===== src/common/bsp_consts.svh =====
// constants of the clock-stop serial port block
// assumes inclusion by bare name from common/
`ifndef BSP_CONSTS_SVH
`define BSP_CONSTS_SVH
`define BSP_STOP_NO_DELAY 2'b10
`define BSP_STOP_HALF_DELAY 2'b11
`define BSP_SLAVE_DIV 8'h01
`define BSP_DIV_W 8
`define BSP_WORD_W 8
`define BSP_FIFO_DEPTH 8
`endif


===== src/common/bsp_pkg.sv =====
// types of the clock-stop serial port block
// assumes nothing beyond a SystemVerilog compiler
package bsp_pkg;
  typedef enum logic [2:0] {st_idle, st_lead, st_high, st_low, st_trail} bsp_state_t;
endpackage


===== src/verilog/bsp_top.sv =====
// clock-stop serial port with polarity 0, master or slave, and its tx FIFO
// assumes config ports stable while a word is in flight; pins synchronous to clk_sys
`timescale 1ns/10ps
`include "bsp_consts.svh"

// ----------------------------------------
// word FIFO with registered flags
// ----------------------------------------
module bsp_fifo #(
  parameter int W = `BSP_WORD_W,
  parameter int D = `BSP_FIFO_DEPTH
) (
  input wire logic clk_sys,
  input wire logic rst,
  input wire logic in_valid,
  output logic in_ready,
  input wire logic [W-1:0] in_data,
  output logic out_valid,
  input wire logic out_ready,
  output logic [W-1:0] out_data
);
  localparam int AW = $clog2(D);
  logic [W-1:0] mem [D];
  logic [AW-1:0] wr_ptr;
  logic [AW-1:0] rd_ptr;
  logic [AW:0] count;
  logic push;
  logic pop;
  logic [AW:0] next_count;

  assign push = in_valid && in_ready;
  assign pop = out_valid && out_ready;
  assign out_data = mem[rd_ptr];

  always_comb begin
    next_count = count;
    if (push && !pop) begin
      next_count = count + 1'b1;
    end else if (pop && !push) begin
      next_count = count - 1'b1;
    end
  end

  always_ff @(posedge clk_sys) begin
    if (push) begin
      mem[wr_ptr] <= in_data;
    end
  end

  always_ff @(posedge clk_sys) begin
    if (rst) begin
      wr_ptr <= '0;
      rd_ptr <= '0;
      count <= '0;
      in_ready <= 1'b0;
      out_valid <= 1'b0;
    end else begin
      // pointers wrap only for power-of-two depth
      if (push) begin
        wr_ptr <= wr_ptr + 1'b1;
      end
      if (pop) begin
        rd_ptr <= rd_ptr + 1'b1;
      end
      count <= next_count;
      in_ready <= (next_count != D[AW:0]);
      out_valid <= (next_count != '0);
    end
  end
endmodule

// ----------------------------------------
// serial port core
// ----------------------------------------
module bsp_top import bsp_pkg::*; #(
  parameter int W = `BSP_WORD_W,
  parameter int DEPTH = `BSP_FIFO_DEPTH,
  parameter int DW = `BSP_DIV_W
) (
  input wire logic clk_sys,
  input wire logic rst,
  input wire logic [1:0] clock_stop_mode_field,
  input wire logic tx_clock_polarity,
  input wire logic gen_input_select,
  input wire logic [DW-1:0] gen_clock_divider,
  input wire logic gen_ext_clock_pin,
  input wire logic tx_sync_polarity,
  input wire logic rx_sync_polarity,
  input wire logic tx_clock_direction,
  input wire logic tx_sync_direction,
  input wire logic rx_clock_direction,
  input wire logic rx_sync_direction,
  input wire logic tx_shift_clock_pin_in,
  output logic tx_shift_clock_pin_out,
  output logic tx_shift_clock_pin_oe_n,
  input wire logic tx_frame_sync_pin_in,
  output logic tx_frame_sync_pin_out,
  output logic tx_frame_sync_pin_oe_n,
  input wire logic rx_frame_sync_pin_in,
  output logic tx_data_pin_out,
  output logic tx_data_pin_oe_n,
  input wire logic rx_data_pin,
  input wire logic tx_valid,
  output logic tx_ready,
  input wire logic [W-1:0] tx_data,
  output logic [W-1:0] rx_word,
  output logic rx_valid,
  output logic cfg_error,
  output logic busy
);
  localparam int BW = $clog2(W + 1);

  bsp_state_t state;
  logic [DW:0] cnt;
  logic [DW:0] high_len;
  logic [DW:0] low_len;
  logic [DW:0] half_up;
  logic [DW:0] len;
  logic int_tog;
  logic ext_prev;
  logic gen_tick;
  logic phase_done;
  logic mst;
  logic slv;
  logic half;
  logic stop_ok;
  logic sel;
  logic sel_prev;
  logic sclk_prev;
  logic frame_act;
  logic m_rise;
  logic m_fall;
  logic rise;
  logic fall;
  logic sample;
  logic advance;
  logic start;
  logic last_fall;
  logic [W-1:0] tx_shift;
  logic [W-1:0] rx_shift;
  logic [BW-1:0] bits;
  logic f_valid;
  logic f_ready;
  logic [W-1:0] f_data;

  bsp_fifo #(.W(W), .D(DEPTH)) u_fifo (
    .clk_sys(clk_sys),
    .rst(rst),
    .in_valid(tx_valid),
    .in_ready(tx_ready),
    .in_data(tx_data),
    .out_valid(f_valid),
    .out_ready(f_ready),
    .out_data(f_data)
  );

  // ----------------------------------------
  // mode decode
  // ----------------------------------------
  assign stop_ok = (clock_stop_mode_field == `BSP_STOP_NO_DELAY) ||
                   (clock_stop_mode_field == `BSP_STOP_HALF_DELAY);
  assign half = (clock_stop_mode_field == `BSP_STOP_HALF_DELAY);
  // only polarity 0 is supported; polarity 1 parks the port
  assign mst = tx_clock_direction && tx_sync_direction && !rx_clock_direction &&
               !rx_sync_direction && stop_ok && !tx_clock_polarity;
  assign slv = !tx_clock_direction && !tx_sync_direction && !rx_clock_direction &&
               !rx_sync_direction && stop_ok && !tx_clock_polarity &&
               gen_input_select && (gen_clock_divider == `BSP_SLAVE_DIV);
  // active-low select inputs turned active high before use
  assign sel = slv && ((tx_sync_polarity ? !tx_frame_sync_pin_in : tx_frame_sync_pin_in) ||
               (rx_sync_polarity ? !rx_frame_sync_pin_in : rx_frame_sync_pin_in));

  // ----------------------------------------
  // sample-rate generator
  // ----------------------------------------
  assign gen_tick = gen_input_select ? int_tog : (gen_ext_clock_pin && !ext_prev);
  assign half_up = ({1'b0, gen_clock_divider} + 1'b1) >> 1;

  always_comb begin
    // zero divider cannot split one input period, so each phase takes one
    if (!gen_clock_divider[0] && gen_clock_divider != '0) begin
      high_len = {1'b0, gen_clock_divider >> 1} + 1'b1;
      low_len = {1'b0, gen_clock_divider >> 1};
    end else begin
      high_len = (half_up == '0) ? (DW+1)'(1) : half_up;
      low_len = (half_up == '0) ? (DW+1)'(1) : half_up;
    end
  end

  always_comb begin
    len = low_len;
    unique case (state)
      st_idle: len = low_len;
      st_lead: len = half ? (DW+1)'(high_len + low_len) : low_len;
      st_high: len = high_len;
      st_low: len = low_len;
      st_trail: len = half ? low_len : (DW+1)'(high_len + low_len);
    endcase
  end

  assign phase_done = gen_tick && ((cnt + 1'b1) >= len);

  always_ff @(posedge clk_sys) begin
    if (rst) begin
      int_tog <= 1'b0;
      ext_prev <= 1'b0;
    end else begin
      int_tog <= !int_tog;
      ext_prev <= gen_ext_clock_pin;
    end
  end

  // ----------------------------------------
  // edge events shared by master and slave
  // ----------------------------------------
  assign m_rise = mst && phase_done && (state == st_lead || state == st_low);
  assign m_fall = mst && phase_done && (state == st_high);
  assign rise = m_rise || (slv && sel && tx_shift_clock_pin_in && !sclk_prev);
  assign fall = m_fall || (slv && sel && !tx_shift_clock_pin_in && sclk_prev);
  assign sample = half ? rise : fall;
  assign advance = half ? fall : (rise && bits != '0);
  // master words start on a generator tick so the select lead is exact
  assign start = (mst && state == st_idle && f_valid && gen_tick) || (sel && !sel_prev);
  assign f_ready = start;
  assign last_fall = m_fall && (half ? (bits == BW'(W)) : (bits == BW'(W - 1)));

  // ----------------------------------------
  // master sequencer, shift clock and select
  // ----------------------------------------
  always_ff @(posedge clk_sys) begin
    if (rst) begin
      state <= st_idle;
      cnt <= '0;
      frame_act <= 1'b0;
      tx_shift_clock_pin_out <= 1'b0;
      tx_frame_sync_pin_out <= 1'b0;
    end else begin
      if (phase_done || state == st_idle) begin
        cnt <= '0;
      end else if (gen_tick) begin
        cnt <= cnt + 1'b1;
      end
      unique case (state)
        st_idle: begin
          tx_shift_clock_pin_out <= 1'b0;
          if (mst && f_valid && gen_tick) begin
            state <= st_lead;
            frame_act <= 1'b1;
          end
        end
        st_lead, st_low: begin
          if (phase_done) begin
            state <= st_high;
            tx_shift_clock_pin_out <= 1'b1;
          end
        end
        st_high: begin
          if (phase_done) begin
            state <= last_fall ? st_trail : st_low;
            tx_shift_clock_pin_out <= 1'b0;
          end
        end
        st_trail: begin
          if (phase_done) begin
            state <= st_idle;
            frame_act <= 1'b0;
          end
        end
      endcase
      if (!mst) begin
        state <= st_idle;
        frame_act <= 1'b0;
      end
      // select leaves the pin inverted when its polarity bit is set
      tx_frame_sync_pin_out <= tx_sync_polarity ? !next_frame() : next_frame();
    end
  end

  function automatic logic next_frame();
    logic f;
    f = frame_act;
    if (state == st_idle && mst && f_valid && gen_tick) begin
      f = 1'b1;
    end
    if (state == st_trail && phase_done) begin
      f = 1'b0;
    end
    if (!mst) begin
      f = 1'b0;
    end
    return f;
  endfunction

  // ----------------------------------------
  // pin directions and data drive
  // ----------------------------------------
  always_ff @(posedge clk_sys) begin
    if (rst) begin
      tx_shift_clock_pin_oe_n <= 1'b1;
      tx_frame_sync_pin_oe_n <= 1'b1;
      tx_data_pin_oe_n <= 1'b1;
      cfg_error <= 1'b0;
      busy <= 1'b0;
      sel_prev <= 1'b0;
      sclk_prev <= 1'b0;
    end else begin
      tx_shift_clock_pin_oe_n <= !mst;
      tx_frame_sync_pin_oe_n <= !mst;
      cfg_error <= !mst && !slv;
      busy <= (state != st_idle) || sel;
      sel_prev <= sel;
      sclk_prev <= tx_shift_clock_pin_in;
      if (slv) begin
        tx_data_pin_oe_n <= !sel;
      end else if (start) begin
        tx_data_pin_oe_n <= 1'b0;
      end else if (state == st_trail && (half ? phase_done : (gen_tick && cnt + 1'b1 >= low_len))) begin
        tx_data_pin_oe_n <= 1'b1;
      end else if (!mst) begin
        tx_data_pin_oe_n <= 1'b1;
      end
    end
  end

  // ----------------------------------------
  // shifters and received word
  // ----------------------------------------
  always_ff @(posedge clk_sys) begin
    if (rst) begin
      tx_shift <= '0;
      rx_shift <= '0;
      bits <= '0;
      rx_word <= '0;
      rx_valid <= 1'b0;
      tx_data_pin_out <= 1'b0;
    end else begin
      rx_valid <= 1'b0;
      if (start) begin
        // an empty FIFO at slave select sends zeros
        tx_shift <= f_valid ? f_data : '0;
        tx_data_pin_out <= f_valid ? f_data[W-1] : 1'b0;
        bits <= '0;
      end else begin
        if (sample && bits < BW'(W)) begin
          rx_shift <= {rx_shift[W-2:0], rx_data_pin};
          bits <= bits + 1'b1;
          if (bits == BW'(W - 1)) begin
            rx_word <= {rx_shift[W-2:0], rx_data_pin};
            rx_valid <= 1'b1;
          end
        end
        if (advance && bits < BW'(W)) begin
          tx_shift <= {tx_shift[W-2:0], 1'b0};
          tx_data_pin_out <= tx_shift[W-2];
        end
      end
    end
  end
endmodule


===== config.mk =====
export PLATFORM = sky130hd
export DESIGN_NAME = bsp_top
export DESIGN_NICKNAME = d
export VERILOG_FILES = /design/src/common/bsp_pkg.sv /design/src/verilog/bsp_top.sv
export VERILOG_INCLUDE_DIRS = /design/src /design/src/common
export SDC_FILE = /design/constraint.sdc
export NUM_CORES = 1
export LEC_CHECK = 0
export ABC_CLOCK_PERIOD_IN_PS = 6300
export BUFFER_PORTS_ARGS = -buffer_cell sky130_fd_sc_hd__buf_4
export CAP_MARGIN = 25
export CORE_ASPECT_RATIO = 1.1
export CORE_MARGIN = 2
export CORE_UTILIZATION = 25
export CTS_BUF_LIST = sky130_fd_sc_hd__clkbuf_2
export DETAILED_ROUTE_END_ITERATION = 16
export PLACE_DENSITY = 0.46
export RECOVER_POWER = 25
export SYNTH_ARGS = -nofsm -noshare
export SYNTH_HDL_FRONTEND = slang
export SYNTH_HIERARCHICAL = 1
export SYNTH_SLANG_ARGS = --single-unit

===== constraint.sdc =====
create_clock -name clk_sys -period 6.3 [get_ports clk_sys]
set_input_delay 0.945 -clock clk_sys [delete_from_list [all_inputs] [get_ports clk_sys]]
set_output_delay 0.945 -clock clk_sys [all_outputs]
set_load 0.05 [all_outputs]

==> run_results.csv, run 1 <==
group,metric,value,unit
setup_path,worstPathMaxFanout,6,
die,rows,63,
worst_hold_path,hold_path.startpoint,"int_tog",
placed_design,dp_cells,1038,
cells_and_area,multi_input_area,0.003500,sq mm
power,power_density,201.5,mW/mm^2
setup_path,rr_endpoint,"tx_shift[1]",
synth,synth_top_area_share,27.69,%
synth,synthTopCellsByArea,"edfxtp_1 28%, dfxtp_1 19%, ha_1 6.5%",
cells_and_area,layout-drive-gt1-share,20.90,%
global_route,grt_pass1_vias,4900,
clock_tree,clock-sinks,130,
synth,async_flop_share,0,%
clock_tree,clk_path_buf_depth,2,
setup_path,worst-r2r-setup-slack,1940,ps
power,peakVddDrop,0.1390,mV
die,start_util,25.60,%
die,pin_count,52,
die,design.die.area,0.02912,sq mm
setup_path,crit_start,"gen_clock_divider[1]",
synth,synth-main-ff-cell,"dfxtp_1",
cells_and_area,final_cell_mix,"69 x nor2_1, 67 x buf_4, 66 x dfxtp_1, 64 x edfxtp_1, 41 x nand2_1",
outcome,status,"finished clean",
route,vias_per_cell,4.641,
route,dr.pass1.iters,4,
route,routed_wirelength,16050,microns
synth,avgSynthCellArea,10.91,sq um
clock_tree,ctsRootBufferMaster,"clkbuf_2",
timing,fin_ws,578.5,ps
setup_path,path_class,"in2reg",
placed_design,place_congestion,0.7483,
worst_hold_path,worstHoldPathCells,1,
global_route,grt_max_degree,45,
cells_and_area,nNetsFinal,771,
global_route,overflow,0,
synth,synth_top_cell_by_area,"edfxtp_1",
setup_path,r2r-start,"state[1]",
timing,period_share,90.82,%
synth,synth_edf_count,64,
flow_run,drv_cap,0,
clock_tree,path_clk_slew,210,ps
timing,tightest_slew,997.0,ps
placed_design,preCtsSetupSlack,-137.6,ps
setup_path,worst_ep_required_time,6940,ps
route,drcViolationCount,0,
clock_tree,cts_buffers,17,
power,p_leak,0.002984,uW
timing,finalSetupViolCount,0,
clock_tree,ctsResizeCount,0,
setup_path,reg2reg_depth,13,
setup_path,worst_setup_path_end_kind,"flop",
global_route,grt.total_usage,11.38,%
cells_and_area,layout_commonest_cell,"nor2_1",
global_route,antenna_found_initial,1,
timing,max_freq,0.1748,GHz
die,die_h,178.8,microns
setup_path,arrival,6360,ps
clock_tree,post_cts_buffers,0,
die,placeableCoreArea,0.02712,sq mm
synth,synth-seq-area-share,46.72,%
power,power,1625,uW
placed_design,port_buffers,51,
worst_hold_path,hp-class,"reg2reg",
route,wl_per_cell,14.98,microns
worst_hold_path,min_to,"int_tog",
global_route,grt_pass1_wl,25960,microns
timing,finalCriticalPeriod,5722,ps
timing,hold_violations,0,
synth,syn_area,0.006942,sq mm
timing,rsz0062_at_grt,"false",
die,fp.dieW,162.9,microns
clock_tree,clk-insertion-delay-late,690,ps
setup_path,start_kind,"input port",
placed_design,dpl_cell_area,0.007836,sq mm
synth,yosys_warnings,6,
route,ant_nets,0,
synth,syn_inst,636,
synth,synth.distinct_cells,76,
cells_and_area,syn_to_final_growth,16.17,%
timing,slew_violations,0,
cells_and_area,seqCellArea,0.003243,sq mm
synth,synth_seq_cells,130,
placed_design,hpwl,11510,microns
cells_and_area,fin_cells,1071,
clock_tree,holdBufCountCts,0,
route,vias,4970,
clock_tree,cts_htree_levels,4,
timing,slew_headroom,33.29,%
clock_tree,cts_tree,"done",
route,drt-initial-drc-count,283,
cells_and_area,fin_area,0.008064,sq mm
timing,clock_skew,32.05,ps
synth,synth_fp_nets,707,
cells_and_area,fillCellCount,2885,
## how the worst max path moves through the flow
stage	to	slack [ps]	cells after the start
global route	tx_data_pin_out	270	26
CTS	tx_shift[1]	680	26
detailed placement	rx_word[3]	-140	27
floorplan	rx_word[0]	50	25
global placement	rx_word[1]	30	27
finish	tx_shift[1]	580	26
## metal layers
metal / routed length (microns) / share of wire [%] / track usage [%] / up-vias
met1: 7736 / 48 / 15.04 / 2381
met3: 671 / 4.2 / 3.077 / 4
met4: 74 / 0.46 / 1.881 / 0
met5: 0 / 0 / 0 / -
li1: - / - / - / 2488
met2: 7566 / 47 / 18.93 / 97
## kinds of logic (layout without fill, tap and decap cells)
kind of cell             count (synthesis)  after routing  synth area share, %
other                                    0              1                    0
AO/OA/AOI/OAI                          122            122                12.53
AND/OR/NAND/NOR                        215            215                16.35
XOR/XNOR                                43             43                5.425
buffers and inverters                   48            125                3.244
flip-flops                             130            130                46.72
adder cells (fa/ha/maj)                 37             37                6.777
multiplexers                            41             41                8.958
## Yosys cell counts (3+ instances only)
cell type / instances
a21o_1: 9
a221oi_1: 4
nor3_1: 12
nand2_1: 41
xor2_1: 21
clkbuf_1: 17
dfxtp_1: 66
edfxtp_1: 64
buf_6: 5
a31oi_1: 8
mux4_2: 16
mux2i_1: 16
and3_1: 11
a211o_1: 3
nor2b_1: 11
a21oi_1: 28
a211oi_1: 6
or2_2: 4
mux2_2: 9
nand4_1: 6
o21ai_0: 25
buf_2: 3
nand3_1: 12
a221o_1: 8
ha_1: 36
buf_1: 5
nor2_1: 69
xnor2_1: 22
and2_1: 6
nand2b_1: 20
inv_1: 17
## flip-flops by register name, summed over array words and instances, names as in the netlist, 4 cells and up, named ones only
signal        count
u_fifo/mem       64
cnt               9
rx_word           8
rx_shift          7
tx_shift          7
bits              4
u_fifo/count      4
## per-stage QoR
step	utilization, %	hold WS (ps)	TNS, ps
floorplan	-	384.0	0
global placement	28.90	416.1	0
detailed placement	28.90	428.9	-1669
CTS	29.84	370.4	0
global route	29.74	365.5	0
finish	29.74	443.2	0
## power by group
part	total, uW	internal, uW	switching [uW]
Sequential	907	898	9.10
Clock	529	163	367
Combinational	188	83.5	105
## final cells by class
cell class / count / area share [%]
diodes: 1 / 0.03103
clock buffers: 17 / 1.055
clock inverters: 15 / 2.110
inverters: 17 / 0.7913
multi-input cells: 458 / 43.40
flip-flops and latches: 130 / 40.22
well taps: 357 / 5.539
repair buffers: 76 / 6.858
## critical path: stages
cell	delay, ps
buf_4	110
ha_1	240
nand2_1	70
nor2_1	170
nand2_1	90
xnor2_1	200
nor2_1	80
nor3_1	280
nor2_1	110
ha_1	220
fa_1	410
a21o_1	170
a21oi_1	180
o21bai_1	80
a21oi_1	220
xnor2_1	170
o21ai_0	100
a221o_1	320
ha_1	300
and4_1	200
nor3b_1	280
a311oi_1	120
o32a_4	380
nand2b_1	180
a211oi_2	500
a221o_1	230
(Power assumes the default switching activity.)
==> run 2, diff against run 1 <==
--- a/config.mk
+++ b/config.mk
@@ -18,5 +18,4 @@
 export RECOVER_POWER = 25
 export SYNTH_ARGS = -nofsm -noshare
 export SYNTH_HDL_FRONTEND = slang
-export SYNTH_HIERARCHICAL = 1
 export SYNTH_SLANG_ARGS = --single-unit
==> run_results.csv, run 2 <==
group,metric,value,unit
clock_tree,ctsRootBufferMaster,"clkbuf_2",
global_route,grt_max_degree,45,
setup_path,crit_slowest_cell,"or4_1",
setup_path,path_depth,27,
synth,synthTopCellsByArea,"edfxtp_1 27%, dfxtp_1 19%, ha_1 6.4%",
placed_design,place_congestion,0.7707,
setup_path,arrival,6360,ps
clock_tree,clk_path_buf_depth,2,
timing,tns,0,ps
clock_tree,cts_tree,"done",
timing,hold_violations,0,
power,power,1679,uW
synth,synth_edf_count,64,
clock_tree,path_clk_slew,210,ps
setup_path,worstPathMaxFanout,10,
global_route,grt_pass1_wl,27770,microns
die,die_h,179.6,microns
synth,synth_most_common_cell,"dfxtp_1",
route,drcViolationCount,0,
synth,syn_area,0.007012,sq mm
route,vias,5229,
flow_run,drv_cap,0,
die,design.die.area,0.02940,sq mm
clock_tree,ctsResizeCount,0,
clock_tree,holdBufCountCts,0,
route,vias_per_cell,4.673,
cells_and_area,largest_reg_flops,64,
power,p_leak,0.003052,uW
synth,synth_fp_nets,736,
setup_path,worst_ep_required_time,6930,ps
synth,yosys_warnings,0,
route,wl_per_cell,15.19,microns
die,placeableCoreArea,0.02771,sq mm
placed_design,preCtsSetupSlack,-93.05,ps
timing,tightest_slew,946.4,ps
synth,async_flop_share,0,%
setup_path,slowest_delay,410,ps
die,rows,64,
synth,synth-seq-area-share,46.25,%
outcome,status,"finished clean",
timing,clock_skew,28.39,ps
die,start_util,25.31,%
route,drt-initial-drc-count,263,
timing,hold_ws,416.5,ps
cells_and_area,layout_commonest_cell,"buf_4",
route,dr.pass1.iters,5,
timing,rsz0062_at_grt,"false",
global_route,overflow,0,
synth,avgSynthCellArea,10.54,sq um
power,peakVddDrop,0.1498,mV
cells_and_area,syn_to_final_growth,17.84,%
synth,synth_seq_cells,130,
clock_tree,clk-insertion-delay-late,690,ps
worst_hold_path,hp-class,"reg2reg",
timing,finalCriticalPeriod,5724,ps
global_route,grt_pass1_vias,5220,
setup_path,crit_buf_inv,4,
clock_tree,clock-sinks,130,
placed_design,hpwl,12560,microns
setup_path,cp_top_family,"compound AO/OA/AOI/OAI gates",
timing,slew_headroom,36.67,%
clock_tree,cts_buffers,17,
cells_and_area,largestRegisters,"u_fifo.mem x64, cnt x9, rx_word x8",
cells_and_area,fin_area,0.008263,sq mm
synth,synth_top_area_share,27.41,%
cells_and_area,seqCellArea,0.003243,sq mm
cells_and_area,multi_input_area,0.003581,sq mm
cells_and_area,layout-drive-gt1-share,21.19,%
power,power_density,203.3,mW/mm^2
synth,synth_top_cell_by_area,"edfxtp_1",
setup_path,r2r-start,"state[2]",
die,fp.dieW,163.7,microns
timing,fin_ws,575.7,ps
placed_design,port_buffers,51,
timing,period_share,90.86,%
clock_tree,post_cts_buffers,0,
cells_and_area,fillCellCount,2954,
setup_path,reg2reg_depth,17,
synth,synth.distinct_cells,67,
cells_and_area,final_cell_mix,"86 x buf_4, 66 x dfxtp_1, 64 x edfxtp_1, 56 x nor2_1, 49 x nand2_1",
route,routed_wirelength,17000,microns
clock_tree,cts_htree_levels,4,
setup_path,crit_end,"bits[1]",
die,pin_count,52,
timing,max_freq,0.1747,GHz
synth,synth-main-ff-cell,"dfxtp_1",
synth,netlist_top_cells_count,"66 x dfxtp_1, 64 x edfxtp_1, 56 x nor2_1",
placed_design,dpl_cell_area,0.008077,sq mm
timing,slew_violations,0,
setup_path,worst-r2r-setup-slack,1870,ps
setup_path,worst_setup_path_end_kind,"flop",
setup_path,crit_start,"gen_clock_divider[1]",
setup_path,start_kind,"input port",
synth,syn_inst,665,
cells_and_area,regMostFlops,"u_fifo.mem",
setup_path,rr_endpoint,"bits[1]",
route,ant_nets,0,
cells_and_area,nNetsFinal,813,
global_route,antenna_found_initial,1,
global_route,grt.total_usage,11.95,%
timing,finalSetupViolCount,0,
setup_path,path_class,"in2reg",
-- run 2: cell count changes in the layout (fill, tap and decap cells not counted), sizes merged, moves of 5 or more --
cell | previous run | this run
a21o | 9 | 15
nor2 | 70 | 57
o21ai | 26 | 34
o22ai | 2 | 9
or4 | 1 | 6
nand2b | 20 | 13
buf | 68 | 88
nand2 | 41 | 49
and3 | 12 | 3
mux2 | 9 | 2
mux2i | 16 | 21
nand3 | 12 | 21
-- run 2: cell type report --
type                       instances  area share, %
clock inverter                    14          1.499
timing repair buffer              96          8.480
tap                              363          5.497
sequential                       130          39.25
multi-input combinational        479          43.34
antenna                            1        0.03028
clock buffer                      18          1.090
inverter                          18         0.8177
-- run 2: kinds of logic after synthesis --
logic type	synth area share [%]
buffers and inverters	3.230
adder cells (fa/ha/maj)	6.995
AND/OR/NAND/NOR	16.51
XOR/XNOR	5.371
AO/OA/AOI/OAI	13.19
multiplexers	8.458
flip-flops	46.25
-- run 2: where the power goes --
| part | switching, uW | internal [uW] | leakage [uW] |
|---|---|---|---|
| Combinational | 149 | 119 | 0.00181 |
| Sequential | 20.6 | 920 | 0.00111 |
| Clock | 351 | 119 | 0.000132 |
| Total | 521 | 1160 | 0.00305 |
-- run 2: how the worst min path moves through the flow --
stage / startpoint / endpoint / slack, ps / cells past startpoint
after floorplan: int_tog / int_tog / 380 / 1
after global placement: int_tog / int_tog / 390 / 1
after detailed placement: int_tog / int_tog / 400 / 1
after CTS: tx_data[1] / u_fifo.mem[6][1] / 380 / 1
after global routing: gen_ext_clock_pin / ext_prev / 360 / 2
final: int_tog / int_tog / 420 / 1
-- run 2: per-layer routing --
metal	up-vias	track usage (%)	wire [microns]
li1	2620	-	-
met1	2509	15.09	7692
met2	82	20.40	8565
met3	18	2.307	461
met4	0	3.895	282
met5	-	0	0
-- run 2: per-stage QoR --
stage | std cells | utilization (%)
floorplan | 665 | -
global placement | 1085 | 29.13
detailed placement | 1086 | 29.15
CTS | 1118 | 29.92
global route | 1119 | 29.82
finish | 1119 | 29.82
